## src/ppwm_pkg.sv

```systemverilog
// Purpose: Constants and types for the pulse period/width measure channel
// Assumes: AXI4-Lite register access, 32-bit data, one aligned word each
// Notes: Offsets are byte addresses

package ppwm_pkg;

	// Register byte offsets
	localparam logic [7:0] OFS_MODE = 8'h00;
	localparam logic [7:0] OFS_CTRL = 8'h04;
	localparam logic [7:0] OFS_RESULT = 8'h08;
	localparam logic [7:0] OFS_STATUS = 8'h0C;
	localparam logic [7:0] OFS_MASK = 8'h10;

	// Mode register field positions
	localparam int MODE_LO_BIT = 0;
	localparam int MODE_HI_BIT = 1;
	localparam int EDGE_BIT = 2;
	localparam int TYPE_BIT = 3;
	localparam int OVF_BIT = 5;
	localparam int SRC_LO_BIT = 6;

	// Mode code for measurement
	localparam logic [1:0] MODE_MEASURE = 2'h2;

	// Reset values
	localparam logic [7:0] MODE_RESET = 8'h20;
	localparam logic [15:0] COUNT_RESET = 16'h0000;
	localparam logic [1:0] IRQ_RESET = 2'h0;

	// Status bits: capture event, overflow event
	localparam int ST_CAP_BIT = 0;
	localparam int ST_OVF_BIT = 1;

	// AXI response codes
	localparam logic [1:0] RESP_OKAY = 2'h0;
	localparam logic [1:0] RESP_SLVERR = 2'h2;

	// Capture event carrier
	typedef struct packed {
		logic edge_seen;
		logic [15:0] value;
	} capture_t;

endpackage

```

## src/ppwm_measure.sv

```systemverilog
// Purpose: 16-bit pulse period / pulse width measurement channel
// Assumes: 10 MHz clk_i; count sources are clock enables on clk_i
// Notes: Registers reached over AXI4-Lite; one interrupt output
// Notes: Overflow flag reads 1 after reset until the mode is written

`timescale 1ns/1ns

module pulse_period_width_measure
	import ppwm_pkg::*;
(
	// Clock, reset, enable
	input wire logic clk_i,
	input wire logic nrst_i,
	input wire logic ce_i,
	// Count clock sources (pulses on clk_i)
	input wire logic [3:0] count_src_i,
	// External measurement input
	input wire logic measure_input_pin_i,
	// AXI4-Lite write address
	input wire logic [7:0] awaddr_i,
	input wire logic awvalid_i,
	output logic awready_o,
	// AXI4-Lite write data
	input wire logic [31:0] wdata_i,
	input wire logic [3:0] wstrb_i,
	input wire logic wvalid_i,
	output logic wready_o,
	// AXI4-Lite write response
	output logic [1:0] bresp_o,
	output logic bvalid_o,
	input wire logic bready_i,
	// AXI4-Lite read address
	input wire logic [7:0] araddr_i,
	input wire logic arvalid_i,
	output logic arready_o,
	// AXI4-Lite read data
	output logic [31:0] rdata_o,
	output logic [1:0] rresp_o,
	output logic rvalid_o,
	input wire logic rready_i,
	// Interrupt
	output logic irq_o
);

	// Reset synchroniser
	// Assertion is immediate; release waits two edges so no flop
	// leaves reset in the same cycle as its neighbour sees a clock.
	logic rst_meta; // First stage, read only by rst_sync
	logic rst_sync; // Active-high-released copy
	always_ff @(posedge clk_i or negedge nrst_i) begin
		if (!nrst_i) begin
			rst_meta <= 1'b0;
			rst_sync <= 1'b0;
		end else begin
			rst_meta <= 1'b1;
			rst_sync <= rst_meta;
		end
	end
	wire rst_n = rst_sync;

	// Pin synchroniser: two flops before anything looks at it
	// The fixed two-clock delay shifts every edge alike, so it
	// cancels out of each measured interval.
	logic pin_meta;
	logic pin_sync;
	always_ff @(posedge clk_i or negedge rst_n) begin
		if (!rst_n) begin
			pin_meta <= 1'b0;
			pin_sync <= 1'b0;
		end else if (ce_i) begin
			pin_meta <= measure_input_pin_i;
			pin_sync <= pin_meta;
		end
	end

	// Software state
	// All of it holds while ce_i is low
	logic [7:0] mode; // Measurement mode register
	logic start; // Count start bit
	logic [15:0] counter; // Live counter
	logic [15:0] result; // Reload register used as buffer
	logic [1:0] status; // Sticky event bits
	logic [1:0] mask; // Interrupt enables
	logic first_pending; // Next transfer is the first after start
	logic pin_prev; // Previous count-clock sample

	// Field decode
	wire measure_mode = {mode[MODE_HI_BIT], mode[MODE_LO_BIT]}
		== MODE_MEASURE;
	wire [1:0] src_sel = mode[SRC_LO_BIT +: 2];
	// Sources are one-cycle enables on clk_i, not separate clocks,
	// so the whole channel stays in a single clock domain.
	wire counting = start & measure_mode; // Channel enabled
	wire tick = count_src_i[src_sel] & counting;
	wire width_type = mode[TYPE_BIT];
	wire rise_sel = mode[EDGE_BIT];

	// Edge detect on count clock samples
	// While stopped the previous sample follows the pin, so a start
	// never sees a stale level as an edge.
	wire rise = pin_sync & ~pin_prev;
	wire fall = ~pin_sync & pin_prev;
	// Period: like edges by bit 2; width: either edge
	wire period_edge = rise_sel ? rise : fall;
	// Width mode takes either edge; each one closes an interval
	wire width_edge = rise | fall;
	wire meas_edge = tick & (width_type ? width_edge : period_edge);
	wire [15:0] next_counter = counter + 16'h0001;
	// A capture on the wrapping tick clears the counter instead, so
	// it does not count as overflow.
	wire wrap = tick & ~meas_edge & (next_counter == COUNT_RESET);
	// Capture event carried as one bundle to the register logic
	capture_t cap;
	assign cap.edge_seen = meas_edge;
	assign cap.value = counter;
	// Width relies on source holding two count clocks

	// AXI write channel: take address and data in either order
	// A half that arrives alone is parked; its ready stays low until
	// the response is taken, so only one write is ever in flight.
	logic aw_held;
	logic w_held;
	logic [7:0] aw_addr;
	logic [31:0] w_data;
	logic [3:0] w_strb;
	assign awready_o = ~aw_held & ~bvalid_o;
	assign wready_o = ~w_held & ~bvalid_o;
	wire aw_fire = awvalid_i & awready_o;
	wire w_fire = wvalid_i & wready_o;
	wire have_aw = aw_held | aw_fire;
	wire have_w = w_held | w_fire;
	wire [7:0] wr_addr = aw_held ? aw_addr : awaddr_i;
	wire [31:0] wr_data = w_held ? w_data : wdata_i;
	wire [3:0] wr_strb = w_held ? w_strb : wstrb_i;
	wire do_write = have_aw & have_w & ~bvalid_o;
	wire wr_lane0 = do_write & wr_strb[0];

	// Write address decode
	// Only byte lane 0 carries register bits; other lanes are ignored
	wire wr_mode = wr_lane0 & (wr_addr == OFS_MODE);
	wire wr_ctrl = wr_lane0 & (wr_addr == OFS_CTRL);
	wire wr_status = wr_lane0 & (wr_addr == OFS_STATUS);
	wire wr_mask = wr_lane0 & (wr_addr == OFS_MASK);
	wire wr_hit = (wr_addr == OFS_MODE) | (wr_addr == OFS_CTRL)
		| (wr_addr == OFS_RESULT) | (wr_addr == OFS_STATUS)
		| (wr_addr == OFS_MASK);
	wire start_rise = wr_ctrl & wdata_i[0] & ~start & w_fire
		| wr_ctrl & w_data[0] & ~start & w_held;

	// Response is held until bready; a new request waits for that
	// Write channel holding registers
	always_ff @(posedge clk_i or negedge rst_n) begin
		if (!rst_n) begin
			aw_held <= 1'b0;
			w_held <= 1'b0;
			aw_addr <= 8'h00;
			w_data <= 32'h0000_0000;
			w_strb <= 4'h0;
			bvalid_o <= 1'b0;
			bresp_o <= RESP_OKAY;
		end else if (ce_i) begin
			// Park a half that arrives alone
			if (aw_fire & ~do_write) begin
				aw_held <= 1'b1;
				aw_addr <= awaddr_i;
			end
			if (w_fire & ~do_write) begin
				w_held <= 1'b1;
				w_data <= wdata_i;
				w_strb <= wstrb_i;
			end
			if (do_write) begin
				aw_held <= 1'b0;
				w_held <= 1'b0;
				bvalid_o <= 1'b1;
				bresp_o <= wr_hit ? RESP_OKAY : RESP_SLVERR;
			end else if (bready_i) begin
				bvalid_o <= 1'b0;
			end
		end
	end

	// Control registers; hardware set wins over software clear
	// A clear in the cycle of a new event would lose that event, so
	// the set term is ORed in after the clear.
	always_ff @(posedge clk_i or negedge rst_n) begin
		if (!rst_n) begin
			mode <= MODE_RESET; // Overflow flag set
			start <= 1'b0;
			mask <= IRQ_RESET;
			status <= IRQ_RESET;
		end else if (ce_i) begin
			// A lane-0 mode write clears overflow unless a wrap sets it in the same cycle
			if (wr_mode)
				mode <= {wr_data[7:6], 1'b0, wr_data[4:0]};
			// Counter reaching zero sets overflow
			if (wrap)
				mode[OVF_BIT] <= 1'b1;
			// Start bit: counting runs only while it is set
			if (wr_ctrl)
				start <= wr_data[0];
			if (wr_mask)
				mask <= wr_data[1:0];
			// Write one to clear, events set
			status <= (status & ~(wr_status ? wr_data[1:0] : 2'h0))
				| {wrap, cap.edge_seen & ~first_pending};
		end
	end

	// Counter, capture and first-transfer tracking
	// The counter keeps its old value across a start, so the first
	// capture after a start holds a stale interval; that is why its
	// interrupt is dropped.
	always_ff @(posedge clk_i or negedge rst_n) begin
		if (!rst_n) begin
			counter <= COUNT_RESET;
			result <= COUNT_RESET;
			pin_prev <= 1'b0;
			first_pending <= 1'b1;
		end else if (ce_i) begin
			// Count-clock sample; follows pin when idle
			if (tick | ~counting)
				pin_prev <= pin_sync;
			// Capture takes priority over counting on the same tick
			if (cap.edge_seen) begin
				result <= cap.value;
				counter <= COUNT_RESET;
				first_pending <= 1'b0;
			end else if (tick) begin
				counter <= next_counter;
			end
			// Re-arm suppression on each start
			if (start_rise)
				first_pending <= 1'b1;
		end
	end

	// Read decode results, declared ahead of the read channel
	logic [31:0] next_rdata; // Word for the address on offer
	logic rd_hit; // Address maps to a register

	// Read channel: one cycle after address
	// Data is registered at the address handshake, so it stands
	// unchanged until rready is seen, even if the source moves on.
	assign arready_o = ~rvalid_o;
	always_ff @(posedge clk_i or negedge rst_n) begin
		if (!rst_n) begin
			rvalid_o <= 1'b0;
			rdata_o <= 32'h0000_0000;
			rresp_o <= RESP_OKAY;
		end else if (ce_i) begin
			if (arvalid_i & arready_o) begin
				rvalid_o <= 1'b1;
				rdata_o <= next_rdata;
				rresp_o <= rd_hit ? RESP_OKAY : RESP_SLVERR;
			end else if (rready_i) begin
				rvalid_o <= 1'b0;
			end
		end
	end

	// Read decode: timer word shows the buffer, not the counter
	// The live counter has no read path at all in this mode.
	always_comb begin
		rd_hit = 1'b1;
		if (araddr_i == OFS_MODE)
			next_rdata = {24'h000000, mode};
		else if (araddr_i == OFS_CTRL)
			next_rdata = {31'h00000000, start};
		else if (araddr_i == OFS_RESULT)
			next_rdata = {16'h0000, result};
		else if (araddr_i == OFS_STATUS)
			next_rdata = {30'h00000000, status};
		else if (araddr_i == OFS_MASK)
			next_rdata = {30'h00000000, mask};
		else begin
			// Unmapped: zero data and an error response
			next_rdata = 32'h0000_0000;
			rd_hit = 1'b0;
		end
	end

	// Level interrupt from unmasked sticky bits
	// Clearing the mask hides a bit without losing it
	assign irq_o = |(status & mask);

endmodule // pulse_period_width_measure

```

## config.mk

```make
export PLATFORM = sky130hd
export DESIGN_NAME = pulse_period_width_measure
export DESIGN_NICKNAME = d
export VERILOG_FILES = /design/src/ppwm_pkg.sv /design/src/ppwm_measure.sv
export SDC_FILE = /design/constraint.sdc
export NUM_CORES = 1
export LEC_CHECK = 0
export BUFFER_PORTS_ARGS = -buffer_cell sky130_fd_sc_hd__buf_4
export CORE_UTILIZATION = 54
export DETAILED_ROUTE_END_ITERATION = 10
export GPL_TIMING_DRIVEN = 0
export PLACE_DENSITY = 0.8
export SLEW_MARGIN = 20
export SYNTH_ARGS = -nofsm -noshare
export SYNTH_HDL_FRONTEND = slang
export SYNTH_SLANG_ARGS = --single-unit
```

## constraint.sdc

```tcl
create_clock -name clk_i -period 3.2 [get_ports clk_i]
set_clock_uncertainty 0.05 [all_clocks]
set_input_delay 0.32 -clock clk_i [delete_from_list [all_inputs] [get_ports clk_i]]
set_output_delay 0.32 -clock clk_i [all_outputs]
set_load 0.02 [all_outputs]
```

==> impl_results.rst, run 1 <==
.. list-table::
   :header-rows: 1

   * - Metric
     - Value
   * - Largest voltage drop on the vdd net
     - 0.385 mV
   * - Final critical-path required period
     - 2.24 ns
   * - CTS Buf Count
     - 9
   * - Synthesized instance count
     - 438
   * - Critical Path RT
     - 3.39 ns
   * - Number of sinks driven by the clock tree
     - between 80 and 90
   * - Master cell of the clock root buffer
     - sky130_fd_sc_hd__clkbuf_8
   * - Detailed Place HPWL
     - 6960 um
   * - Crit path max-delay family
     - multiplexers
   * - Primary flip-flop cell chosen by synthesis mapping
     - sky130_fd_sc_hd__dfrtp_1
   * - Final Hold Violating Endpoints
     - 0
   * - Die footprint
     - 8720 um^2
   * - Buffers plus inverters on the worst setup path
     - 3
   * - Maximum number of pins on one net before global-route repair
     - 52
   * - Layout cells sized above 1
     - 28.5%
   * - Signed area change from the synthesized netlist to the final layout
     - 19.8%
   * - Share of the clock period used by the worst path after layout
     - a little over two thirds
   * - Most used standard cell by instance count after synthesis
     - sky130_fd_sc_hd__dfrtp_1
   * - GRT Residual Overflow
     - 0
   * - Post-CTS repair timing setup buffer count
     - 0
   * - Site row count
     - 32
   * - Critical-path cell list
     - mux4_2 > nand4_2 > buf_6 > nand2b_4 > buf_6 > buf_8 > mux2_4
   * - Combined area of all synthesized cells
     - 4510 um^2
   * - Cell taking the most area after synthesis
     - sky130_fd_sc_hd__dfrtp_1
   * - Most prevalent standard cell on the critical path
     - sky130_fd_sc_hd__buf_6
   * - Initial DRC Count
     - approximately 270
   * - Clock tree from TritonCTS
     - yes
   * - Proportion of register bits with asynchronous set or reset after synthesis
     - 100%
   * - Worst setup SP type
     - flop
   * - Number of iterations in the first detailed-routing pass
     - 5
   * - Die X-Extent
     - around 93 um
   * - Slew at the pin closest to its max-slew limit
     - 0.853 ns
   * - Worst setup timing slack at the placement stage
     - 0.967 ns
   * - Worst reg2reg setup slack
     - roughly 0.96 ns
   * - Yosys warning total
     - 0
   * - Number of antenna violations at the first check in global routing
     - 0
   * - Clock input transition at the sequential cells of the worst setup and hold paths
     - 0.09 ns
   * - Remaining antenna violation count after routing
     - 0
   * - Floorplan Core Area
     - 7890 um^2
   * - Number of remaining DRC errors
     - 0
   * - Gr usage total
     - 23.5%
   * - Classification of the worst setup path
     - flop to flop
   * - List of most frequent post-synthesis cells
     - 87 x sky130_fd_sc_hd__dfrtp_1, 55 x sky130_fd_sc_hd__nand2_1, 49 x sky130_fd_sc_hd__o21ai_0
   * - Maximum clock insertion buffer count
     - 2
   * - Skew-Pair Late Insertion Delay
     - 0.36 ns
   * - Total power after layout
     - 2.87 mW
   * - Number of instances resized during post-cts repair
     - 0
   * - Max-Slew Margin vs Limit
     - 42.6%
   * - Slowest stage cell, crit path
     - sky130_fd_sc_hd__mux4_2
   * - Number of vias after detailed routing
     - 3545
   * - Number of I/O pins
     - roughly 110
   * - CTS HTree Levels
     - 3
   * - Synth Register Bits
     - approximately 90
   * - Maximum single-stage delay on the critical path
     - approximately 0.6 ns
   * - Vias per std cell
     - 5.61
   * - Post-synthesis sequential area ratio
     - 49.4%
   * - Ant. Diodes
     - 0
   * - Type of the worst min-delay path
     - input pin to flop
   * - Final setup violation count
     - 0
   * - Count of unique library cells instantiated by Yosys
     - 57
   * - Starting density of the core
     - 57.2%
   * - Leakage dissipation
     - 2.59 nW
   * - Number of enable-type register cells in the synthesized netlist
     - 0
   * - Maximum fanout encountered on the critical timing path
     - 10
   * - Post-route worst setup slack
     - roughly 0.96 ns
   * - Cell total after placement
     - 615
   * - Share of the synthesized area in the top cell type
     - 48.3%
   * - Number of nets in the finished design
     - about 600
   * - Total Wirelength
     - 9310 um
   * - Cell types occupying the most area after synthesis
     - sky130_fd_sc_hd__dfrtp_1 48%, sky130_fd_sc_hd__mux2_2 6.7%, sky130_fd_sc_hd__o21ai_0 5.4%
   * - Minimum hold slack
     - approximately 0.15 ns
   * - # port buffers
     - 57
   * - Pwr dens
     - 530 nW/um^2
   * - Routability-driven placement congestion ratio
     - 0.878
   * - Final standard cell count with taps included and fillers excluded
     - about 630
   * - Endpoint arrival time on the critical path
     - about 2.4 ns
   * - Average instance area after synthesis
     - 10.3 um^2
   * - Max Freq
     - 446 MHz
   * - Die height
     - 93.4 um
   * - Number of maximum-capacitance constraint violations
     - 0
   * - Outcome
     - completed
   * - Vias in the first global route
     - 3364
   * - Setup repair after global routing missed its margin
     - false
   * - Average wire per cell in the routed design
     - 14.7 um
   * - Kind of end point of the critical path
     - flop
   * - Wire length of the first global-routing pass
     - 15800 um
   * - Number of slew-limit violations in the final report
     - 0
==> stage by stage <==
step	setup TNS, ns	util, %	cell area [um^2]
final	0	68.5	5410
after global routing	0	68.5	5410
after CTS	0	68.5	5410
after detailed placement	0	65.5	5160
after global placement	-33.11	65.1	5130
after floorplan	0	-	4580
==> cells in the final DEF (no fill, tap or decap), types with 2 or more instances in the layout <==
master / count
sky130_fd_sc_hd__dfstp_2: 2
sky130_fd_sc_hd__nor3_1: 5
sky130_fd_sc_hd__nor2b_1: 2
sky130_fd_sc_hd__inv_1: 9
sky130_fd_sc_hd__nor4_1: 3
sky130_fd_sc_hd__a21oi_1: 15
sky130_fd_sc_hd__o211ai_1: 2
sky130_fd_sc_hd__a22oi_1: 6
sky130_fd_sc_hd__mux2_2: 27
sky130_fd_sc_hd__and2_1: 3
sky130_fd_sc_hd__nor2_1: 22
sky130_fd_sc_hd__dfrtp_1: 86
sky130_fd_sc_hd__bufinv_16: 2
sky130_fd_sc_hd__nand3b_1: 2
sky130_fd_sc_hd__and3_1: 5
sky130_fd_sc_hd__clkbuf_1: 11
sky130_fd_sc_hd__inv_6: 2
sky130_fd_sc_hd__nand2b_1: 2
sky130_fd_sc_hd__nand3_1: 16
sky130_fd_sc_hd__xnor2_1: 2
sky130_fd_sc_hd__mux2i_1: 11
sky130_fd_sc_hd__nand2_1: 55
sky130_fd_sc_hd__o21ai_0: 49
sky130_fd_sc_hd__or2_2: 2
sky130_fd_sc_hd__buf_2: 7
sky130_fd_sc_hd__buf_4: 76
sky130_fd_sc_hd__nand4_1: 8
sky130_fd_sc_hd__a22o_1: 4
sky130_fd_sc_hd__a31oi_1: 3
sky130_fd_sc_hd__o31ai_1: 11
sky130_fd_sc_hd__buf_6: 2
sky130_fd_sc_hd__clkbuf_8: 10
sky130_fd_sc_hd__ha_1: 4
sky130_fd_sc_hd__conb_1: 19
sky130_fd_sc_hd__a21o_1: 2
sky130_fd_sc_hd__o22ai_1: 3
sky130_fd_sc_hd__mux2_4: 8
sky130_fd_sc_hd__or3_1: 2
sky130_fd_sc_hd__and4_1: 4
==> flip-flops by register name, indices dropped and copies added, names as in the netlist <==
name / cells
counter: 16
rdata_o: 16
result: 16
aw_addr: 8
mode: 8
w_data: 7
mask: 2
status: 2
aw_held: 1
bresp_o: 1
bvalid_o: 1
first_pending: 1
pin_meta: 1
pin_prev: 1
pin_sync: 1
rresp_o: 1
rst_meta: 1
rst_n: 1
rvalid_o: 1
start: 1
w_held: 1
w_strb: 1
==> worst paths after layout <==
check	cells past startpoint	end	start
max	7	result[0]$_DFFE_PN0P_	mode[6]$_DFFE_PN0P_
min	2	w_data[1]$_DFFE_PN0P_	wdata_i[1]
max reg2reg	7	result[0]$_DFFE_PN0P_	mode[6]$_DFFE_PN0P_
min reg2reg	0	counter[6]$_DFFE_PN0P_	rst_n$_DFF_PN0_
max in group asynchronous	1	first_pending$_DFFE_PN1P_	rst_n$_DFF_PN0_
min in group asynchronous	2	rst_n$_DFF_PN0_	nrst_i
==> routing by layer <==
layer	wire length [um]	part of all wire, %	up-vias	global-route usage (%)
met1	4210	45	1681	31.8
met2	4370	47	141	37.3
met5	0	0	-	0
met3	584	6.3	13	4.96
met4	153	1.6	0	9.10
li1	-	-	1710	-
==> power breakdown <==
part | switching, mW | total, mW | internal (mW)
combinational | 0.301 | 0.584 | 0.283
clock | 0.423 | 0.896 | 0.472
sequential | 0.113 | 1.39 | 1.27
==> cell type report <==
| class | count | area, um^2 |
|---|---|---|
| buffer | 41 | 260 |
| timing repair buffer | 59 | 465 |
| clock inverter | 6 | 96.3 |
| fill | 600 | 2480 |
| inverter | 9 | 33.8 |
| clock buffer | 10 | 138 |
| multi-input combinational | 316 | 2050 |
| sequential | 89 | 2230 |
| tap | 102 | 128 |
==> cell families (layout without fill, tap and decap cells) <==
family | Yosys count | count (layout) | synth area share, %
multiplexers | 48 | 48 | 12.8
buffers and inverters | 50 | 125 | 6.52
adder cells (fa/ha/maj) | 4 | 4 | 1.11
flip-flops | 89 | 89 | 49.4
AND/OR/NAND/NOR | 140 | 140 | 15.8
other | 2 | 19 | 0.166
XOR/XNOR | 2 | 2 | 0.388
AO/OA/AOI/OAI | 103 | 103 | 13.8
==> repair_timing <==
action | in CTS | in global routing
hold endpoints to repair | 2 | 0
endpoints found under the setup margin | 0 | 0
hold buffers | 1 | 0
Note: power is estimated with default switching activity, not from simulation.
==> inputs of run 2 (changes only) <==
- CORE_UTILIZATION: 54 -> 49
- PLACE_DENSITY: 0.8 -> 0.77
- clock period: 3.2 -> 1.88 ns (I/O delays scaled with it)
==> impl_results.rst, run 2 (synthesis results as in run 1) <==
.. list-table::
   :header-rows: 1

   * - Metric
     - Value
   * - Master cell of the clock root buffer
     - sky130_fd_sc_hd__clkbuf_8
   * - Buffers plus inverters on the worst setup path
     - 1
   * - Maximum fanout encountered on the critical timing path
     - 6
   * - Gr usage total
     - 22.5%
   * - Starting density of the core
     - 51.2%
   * - Number of I/O pins
     - 107
   * - Skew-Pair Late Insertion Delay
     - 0.35 ns
   * - Maximum clock insertion buffer count
     - 2
   * - Endpoint of the lowest-slack register-to-register path
     - mode[5]$_DFFE_PN1P_
   * - Maximum single-stage delay on the critical path
     - 0.40 ns
   * - CTS Buf Count
     - 9
   * - Vias per std cell
     - 5.66
   * - Sw Pwr
     - 1.48 mW
   * - Reg-to-Reg Start
     - counter[0]$_DFFE_PN0P_
   * - Number of remaining DRC errors
     - 9
   * - Type of the worst min-delay path
     - input pin to flop
   * - Number of iterations in the first detailed-routing pass
     - 8
   * - Critical-path cell list
     - ha_2 > nand4_1 > buf_4 > nor3_4 > xnor2_1 > o211ai_1 > o31ai_1
   * - Internal power
     - 3.52 mW
   * - Site row count
     - 34
   * - Crit path depth
     - 7
   * - Classification of the worst setup path
     - flop to flop
   * - Number of sinks driven by the clock tree
     - 89
   * - Capture point of the critical path
     - mode[5]$_DFFE_PN1P_
   * - Die footprint
     - 9600 um^2
   * - Number of nets in the finished design
     - 622
   * - Start point of the worst hold path
     - measure_input_pin_i
   * - Signed area change from the synthesized netlist to the final layout
     - 29.3%
   * - Remaining antenna violation count after routing
     - 0
   * - Critical Path RT
     - 2.09 ns
   * - Number of vias after detailed routing
     - ~3800
   * - Setup TNS after final layout
     - -1.23 ns
   * - Ant. Diodes
     - 0
   * - Share of the clock period used by the worst path after layout
     - 104%
   * - Initial DRC Count
     - between 200 and 300
   * - Number of antenna violations at the first check in global routing
     - 0
   * - Largest voltage drop on the vdd net
     - 0.621 mV
   * - Clock tree from TritonCTS
     - yes
   * - GRT Residual Overflow
     - 0
   * - Slew at the pin closest to its max-slew limit
     - 0.851 ns
   * - Endpoint arrival time on the critical path
     - 2.18 ns
   * - Pwr dens
     - 857 nW/um^2
   * - Wire length of the first global-routing pass
     - 17200 um
   * - Routability-driven placement congestion ratio
     - roughly 0.88
   * - CTS HTree Levels
     - 3
   * - Worst reg2reg setup slack
     - -0.08 ns
   * - Most used cells in the layout excluding fill and tap cells
     - 103 x sky130_fd_sc_hd__buf_4, 82 x sky130_fd_sc_hd__dfrtp_1, 53 x sky130_fd_sc_hd__nand2_1
   * - Setup repair after global routing missed its margin
     - true
   * - Leakage dissipation
     - 2.79 nW
   * - Max Freq
     - 509 MHz
   * - Number of slew-limit violations in the final report
     - 0
   * - Portion of total power attributed to the clock network
     - 29.3%
   * - CP Launch Point
     - counter[0]$_DFFE_PN0P_
   * - Kind of end point of the critical path
     - flop
   * - Sequential cell fraction of total power
     - roughly 48%
   * - Violated checks
     - DRC, setup timing
   * - Leading cell type in the layout, fill and taps excluded
     - sky130_fd_sc_hd__buf_4
   * - Max-Slew Margin vs Limit
     - 42.7%
   * - Final setup violation count
     - 21
   * - Total Wirelength
     - around 11000 um
   * - Leading registers by flop count
     - counter: 16 flops, rdata_o: 16 flops, result: 16 flops
   * - Average wire per cell in the routed design
     - 16.0 um
   * - Maximum number of pins on one net before global-route repair
     - 54
   * - Layout cells sized above 1
     - a little over a third
   * - Comb pwr share
     - 23.0%
   * - Outcome
     - finished with violations
   * - R2R depth
     - 7
   * - Final Hold Violating Endpoints
     - 0
   * - Number of maximum-capacitance constraint violations
     - 0
   * - Vias in the first global route
     - around 3500
   * - Die height
     - 98.0 um
   * - Total power after layout
     - around 5 mW
   * - Floorplan Core Area
     - 8810 um^2
   * - Die X-Extent
     - 98.0 um
   * - Worst setup SP type
     - flop
   * - Final critical-path required period
     - between 1.5 and 2 ns
   * - Worst setup timing slack at the placement stage
     - -0.351 ns
   * - Switching share of power
     - 29.6%
   * - Crit path max-delay family
     - compound AO/OA/AOI/OAI gates
   * - # port buffers
     - 57
   * - Post-route worst setup slack
     - -0.0841 ns
   * - Clock input transition at the sequential cells of the worst setup and hold paths
     - 0.09 ns
   * - Slowest stage cell, crit path
     - sky130_fd_sc_hd__dfrtp_2
   * - Detailed Place HPWL
     - approximately 7000 um
run 2: changes by cell type in the layout (fill, tap and decap cells not counted), sizes merged:
cell | before | now
buf | 88 | 117
inv | 12 | 10
run 2: worst register-to-register path: stages, from the launching register on:
cell and delay (ns):
sky130_fd_sc_hd__dfrtp_2 0.40, sky130_fd_sc_hd__ha_2 0.24, sky130_fd_sc_hd__nand4_1 0.13, sky130_fd_sc_hd__buf_4 0.19
sky130_fd_sc_hd__nor3_4 0.21, sky130_fd_sc_hd__xnor2_1 0.17, sky130_fd_sc_hd__o211ai_1 0.21, sky130_fd_sc_hd__o31ai_1 0.28
run 2: per-layer routing:
metal | global-route usage, % | share of wire (%) | wire length, um | up-vias
li1 | - | - | - | 1766
met1 | 30.1 | 43 | 4580 | 1805
met2 | 37.1 | 48 | 5170 | 170
met3 | 3.44 | 6.8 | 722 | 23
met4 | 8.51 | 1.8 | 189 | 0
met5 | 0 | 0 | 0 | -
run 2: power by group through the flow:
stage | Combinational, mW | Clock (mW) | Sequential (mW)
floorplan | 0.686 | 0 | 2.38
global placement | 0.944 | 0 | 2.41
detailed placement | 1.02 | 0 | 2.41
CTS | 1.08 | 1.48 | 2.37
global route | 1.24 | 1.56 | 2.41
finish | 1.15 | 1.47 | 2.38
run 2: what timing repair did:
action,in CTS,in global routing
gates cloned,0,1
buffers inserted,22,7
hold endpoints to repair,2,0
pin swaps,10,14
endpoints found under the setup margin,44,58
hold buffers,1,0
gates resized for setup,28,40
run 2: cell type report:
cell class                 instances  area [um^2]
inverter                           9         33.8
tap                              108          135
timing repair buffer              89          711
clock buffer                      11          141
multi-input combinational        316         2210
clock inverter                     4         76.3
buffer                            39          283
fill                             666         2970
sequential                        89         2240
run 2: metrics by stage:
step	hold WS (ns)	util [%]	cells	instance area [um^2]
2_1_floorplan	-0.158	-	455	4580
3_3_place_gp	-0.0791	58.4	620	5140
3_5_place_dp	-0.0779	58.7	621	5170
4_1_cts	0.00643	64.3	657	5660
5_1_grt	0.0114	66.2	665	5830
6_report	0.0208	66.2	665	5830
run 2: worst min path at each step:
stage	endpoint	slack (ns)	cells past startpoint
floorplan	rst_meta$_DFF_PN0_	-0.16	0
global placement	rst_meta$_DFF_PN0_	-0.08	1
detailed placement	rst_meta$_DFF_PN0_	-0.08	1
CTS	pin_meta$_DFFE_PN0P_	0.006	2
global route	pin_meta$_DFFE_PN0P_	0.01	2
finish	pin_meta$_DFFE_PN0P_	0.02	2
==> inputs of run 3 (changes only) <==
- BUFFER_PORTS_ARGS: -buffer_cell sky130_fd_sc_hd__buf_4 -> -buffer_cell sky130_fd_sc_hd__buf_2
==> impl_results.rst, run 3 (synthesis results as in run 1) <==
.. list-table::
   :header-rows: 1

   * - Metric
     - Value
   * - Gr usage total
     - 22.8%
   * - Remaining antenna violation count after routing
     - 0
   * - Total Wirelength
     - 10800 um
   * - # port buffers
     - 57
   * - Die height
     - 98.0 um
   * - Slew at the pin closest to its max-slew limit
     - 0.881 ns
   * - Worst setup SP type
     - flop
   * - Critical Path RT
     - 2.07 ns
   * - Outcome
     - finished with violations
   * - Sequential cell area
     - between 2000 and 2500 um^2
   * - Starting density of the core
     - 51.2%
   * - Layout cells sized above 1
     - 37.4%
   * - Number of nets in the finished design
     - 625
   * - Metal-1 WL
     - 4820 um
   * - Number of antenna violations at the first check in global routing
     - 0
   * - Largest voltage drop on the vdd net
     - 0.629 mV
   * - Post-route worst setup slack
     - -0.0986 ns
   * - Number of iterations in the first detailed-routing pass
     - 10
   * - Number of filler instances in the final layout
     - 685
   * - Classification of the worst setup path
     - flop to flop
   * - Max layer used
     - met4
   * - Maximum clock insertion buffer count
     - 2
   * - Final critical-path required period
     - just under 2 ns
   * - Wire length of the first global-routing pass
     - 17300 um
   * - Number of I/O pins
     - approximately 110
   * - Clock tree from TritonCTS
     - yes
   * - Endpoint arrival time on the critical path
     - 2.17 ns
   * - Number of remaining DRC errors
     - 9
   * - Critical-path cell list
     - mux4_2 > nand4_2 > buf_6 > nand2b_4 > buf_12 > mux2_4
   * - Leading registers by flop count
     - counter: 16 flops, rdata_o: 16 flops, result: 16 flops
   * - Pwr dens
     - approximately 860 nW/um^2
   * - Number of maximum-capacitance constraint violations
     - 0
   * - CP Launch Point
     - mode[6]$_DFFE_PN0P_
   * - Signed area change from the synthesized netlist to the final layout
     - 26.1%
   * - Setup TNS after final layout
     - -1.36 ns
   * - DP Area
     - ~5000 um^2
   * - Maximum number of pins on one net before global-route repair
     - 53
   * - Share of the clock period used by the worst path after layout
     - 105%
   * - Start point of the worst hold path
     - measure_input_pin_i
   * - Violated checks
     - DRC, setup timing
   * - Most used cells in the layout excluding fill and tap cells
     - 81 x sky130_fd_sc_hd__dfrtp_1, 61 x sky130_fd_sc_hd__buf_2, 54 x sky130_fd_sc_hd__nand2_1
   * - CTS Buf Count
     - 9
   * - Average wire per cell in the routed design
     - 16.2 um
   * - Maximum single-stage delay on the critical path
     - 0.56 ns
   * - Number of slew-limit violations in the final report
     - 0
   * - Reg-to-Reg Start
     - mode[6]$_DFFE_PN0P_
   * - Initial DRC Count
     - 312
   * - Vias per std cell
     - 5.70
   * - Type of the worst min-delay path
     - input pin to flop
   * - Skew-Pair Late Insertion Delay
     - 0.36 ns
   * - Number of vias after detailed routing
     - 3813
   * - Die footprint
     - 9600 um^2
   * - Final Hold Violating Endpoints
     - 0
   * - GRT Residual Overflow
     - 0
   * - Floorplan Core Area
     - 8810 um^2
   * - Kind of end point of the critical path
     - flop
   * - Site row count
     - 34
   * - WL met3
     - 688 um
   * - Ant. Diodes
     - 0
   * - Max-Slew Margin vs Limit
     - 40.7%
   * - Final Cell Area
     - 5690 um^2
   * - CTS HTree Levels
     - 3
   * - Final setup violation count
     - 20
   * - Master cell of the clock root buffer
     - sky130_fd_sc_hd__clkbuf_8
   * - Detailed Place HPWL
     - a little under 7000 um
   * - Routability-driven placement congestion ratio
     - approximately 0.86
   * - Maximum fanout encountered on the critical timing path
     - 10
   * - Leading cell type in the layout, fill and taps excluded
     - sky130_fd_sc_hd__dfrtp_1
   * - Max Freq
     - 505 MHz
   * - Leakage dissipation
     - 2.76 nW
   * - Worst setup timing slack at the placement stage
     - -0.370 ns
   * - Clock input transition at the sequential cells of the worst setup and hold paths
     - 0.10 ns
   * - Die X-Extent
     - 98.0 um
   * - Met2 routed wirelength
     - between 5000 and 6000 um
   * - Setup repair after global routing missed its margin
     - true
   * - Multi-input gate area in the final layout
     - 2210 um^2
   * - Slowest stage cell, crit path
     - sky130_fd_sc_hd__mux4_2
   * - Vias in the first global route
     - 3602
   * - Number of sinks driven by the clock tree
     - 89
run 3: routing by layer:
layer	vias up	GRT usage [%]
met5	-	0
met4	0	9.56
met3	31	3.44
met2	174	37.2
met1	1838	30.5
li1	1770	-
run 3: path summary, 6_finish.rpt:
path                                            to  slack (ns)  cells past startpoint
setup / recovery            result[10]$_DFFE_PN0P_        -0.1                      6
hold / removal                pin_meta$_DFFE_PN0P_       0.004                      2
setup reg to reg            result[10]$_DFFE_PN0P_        -0.1                      6
hold reg to reg                    rst_n$_DFF_PN0_        0.31                      0
max in group asynchronous  counter[11]$_DFFE_PN0P_        0.81                      1
min in group asynchronous          rst_n$_DFF_PN0_        0.09                      2
run 3: report_power, final:
group	leakage, nW	switching, mW	internal (mW)	total [mW]
registers	1.17	0.224	2.17	2.39
clock network	0.0982	0.705	0.692	1.40
logic	1.49	0.586	0.529	1.11
run 3: repair_timing:
item	4_1_cts	5_1_grt
pin swaps	12	9
endpoints found under the setup margin	52	42
resized for setup	27	44
setup buffers	24	7
hold buffers	1	0
gates cloned	2	0
hold endpoints to repair	2	0
run 3: worst max-delay path, delay by kind of cell, from the launching register on:
family                 cells  cell delay (ns)
AND/OR/NAND/NOR            2             0.30
multiplexers               2             0.86
buffers and inverters      2             0.27
flip-flops                 1             0.39
run 3: through the flow:
| step | total power [mW] | hold WS (ns) | utilization, % | instances |
|---|---|---|---|---|
| final | 4.90 | 0.00415 | 64.6 | 669 |
| after global routing | 5.12 | 0.0162 | 64.6 | 669 |
| after detailed placement | 3.36 | -0.0755 | 57.0 | 621 |
| after CTS | 4.80 | 0.00173 | 62.8 | 662 |
| after floorplan | 3.07 | -0.158 | - | 455 |
| after global placement | 3.30 | -0.0772 | 56.8 | 620 |
run 3: cell type report:
| type | instances | share of cell area [%] |
|---|---|---|
| sequential | 89 | 39.4 |
| multi-input combinational | 316 | 38.8 |
| timing repair buffer | 92 | 10.2 |
| buffer | 39 | 4.93 |
| clock buffer | 11 | 2.66 |
| tap | 108 | 2.37 |
| clock inverter | 5 | 1.08 |
| inverter | 9 | 0.594 |
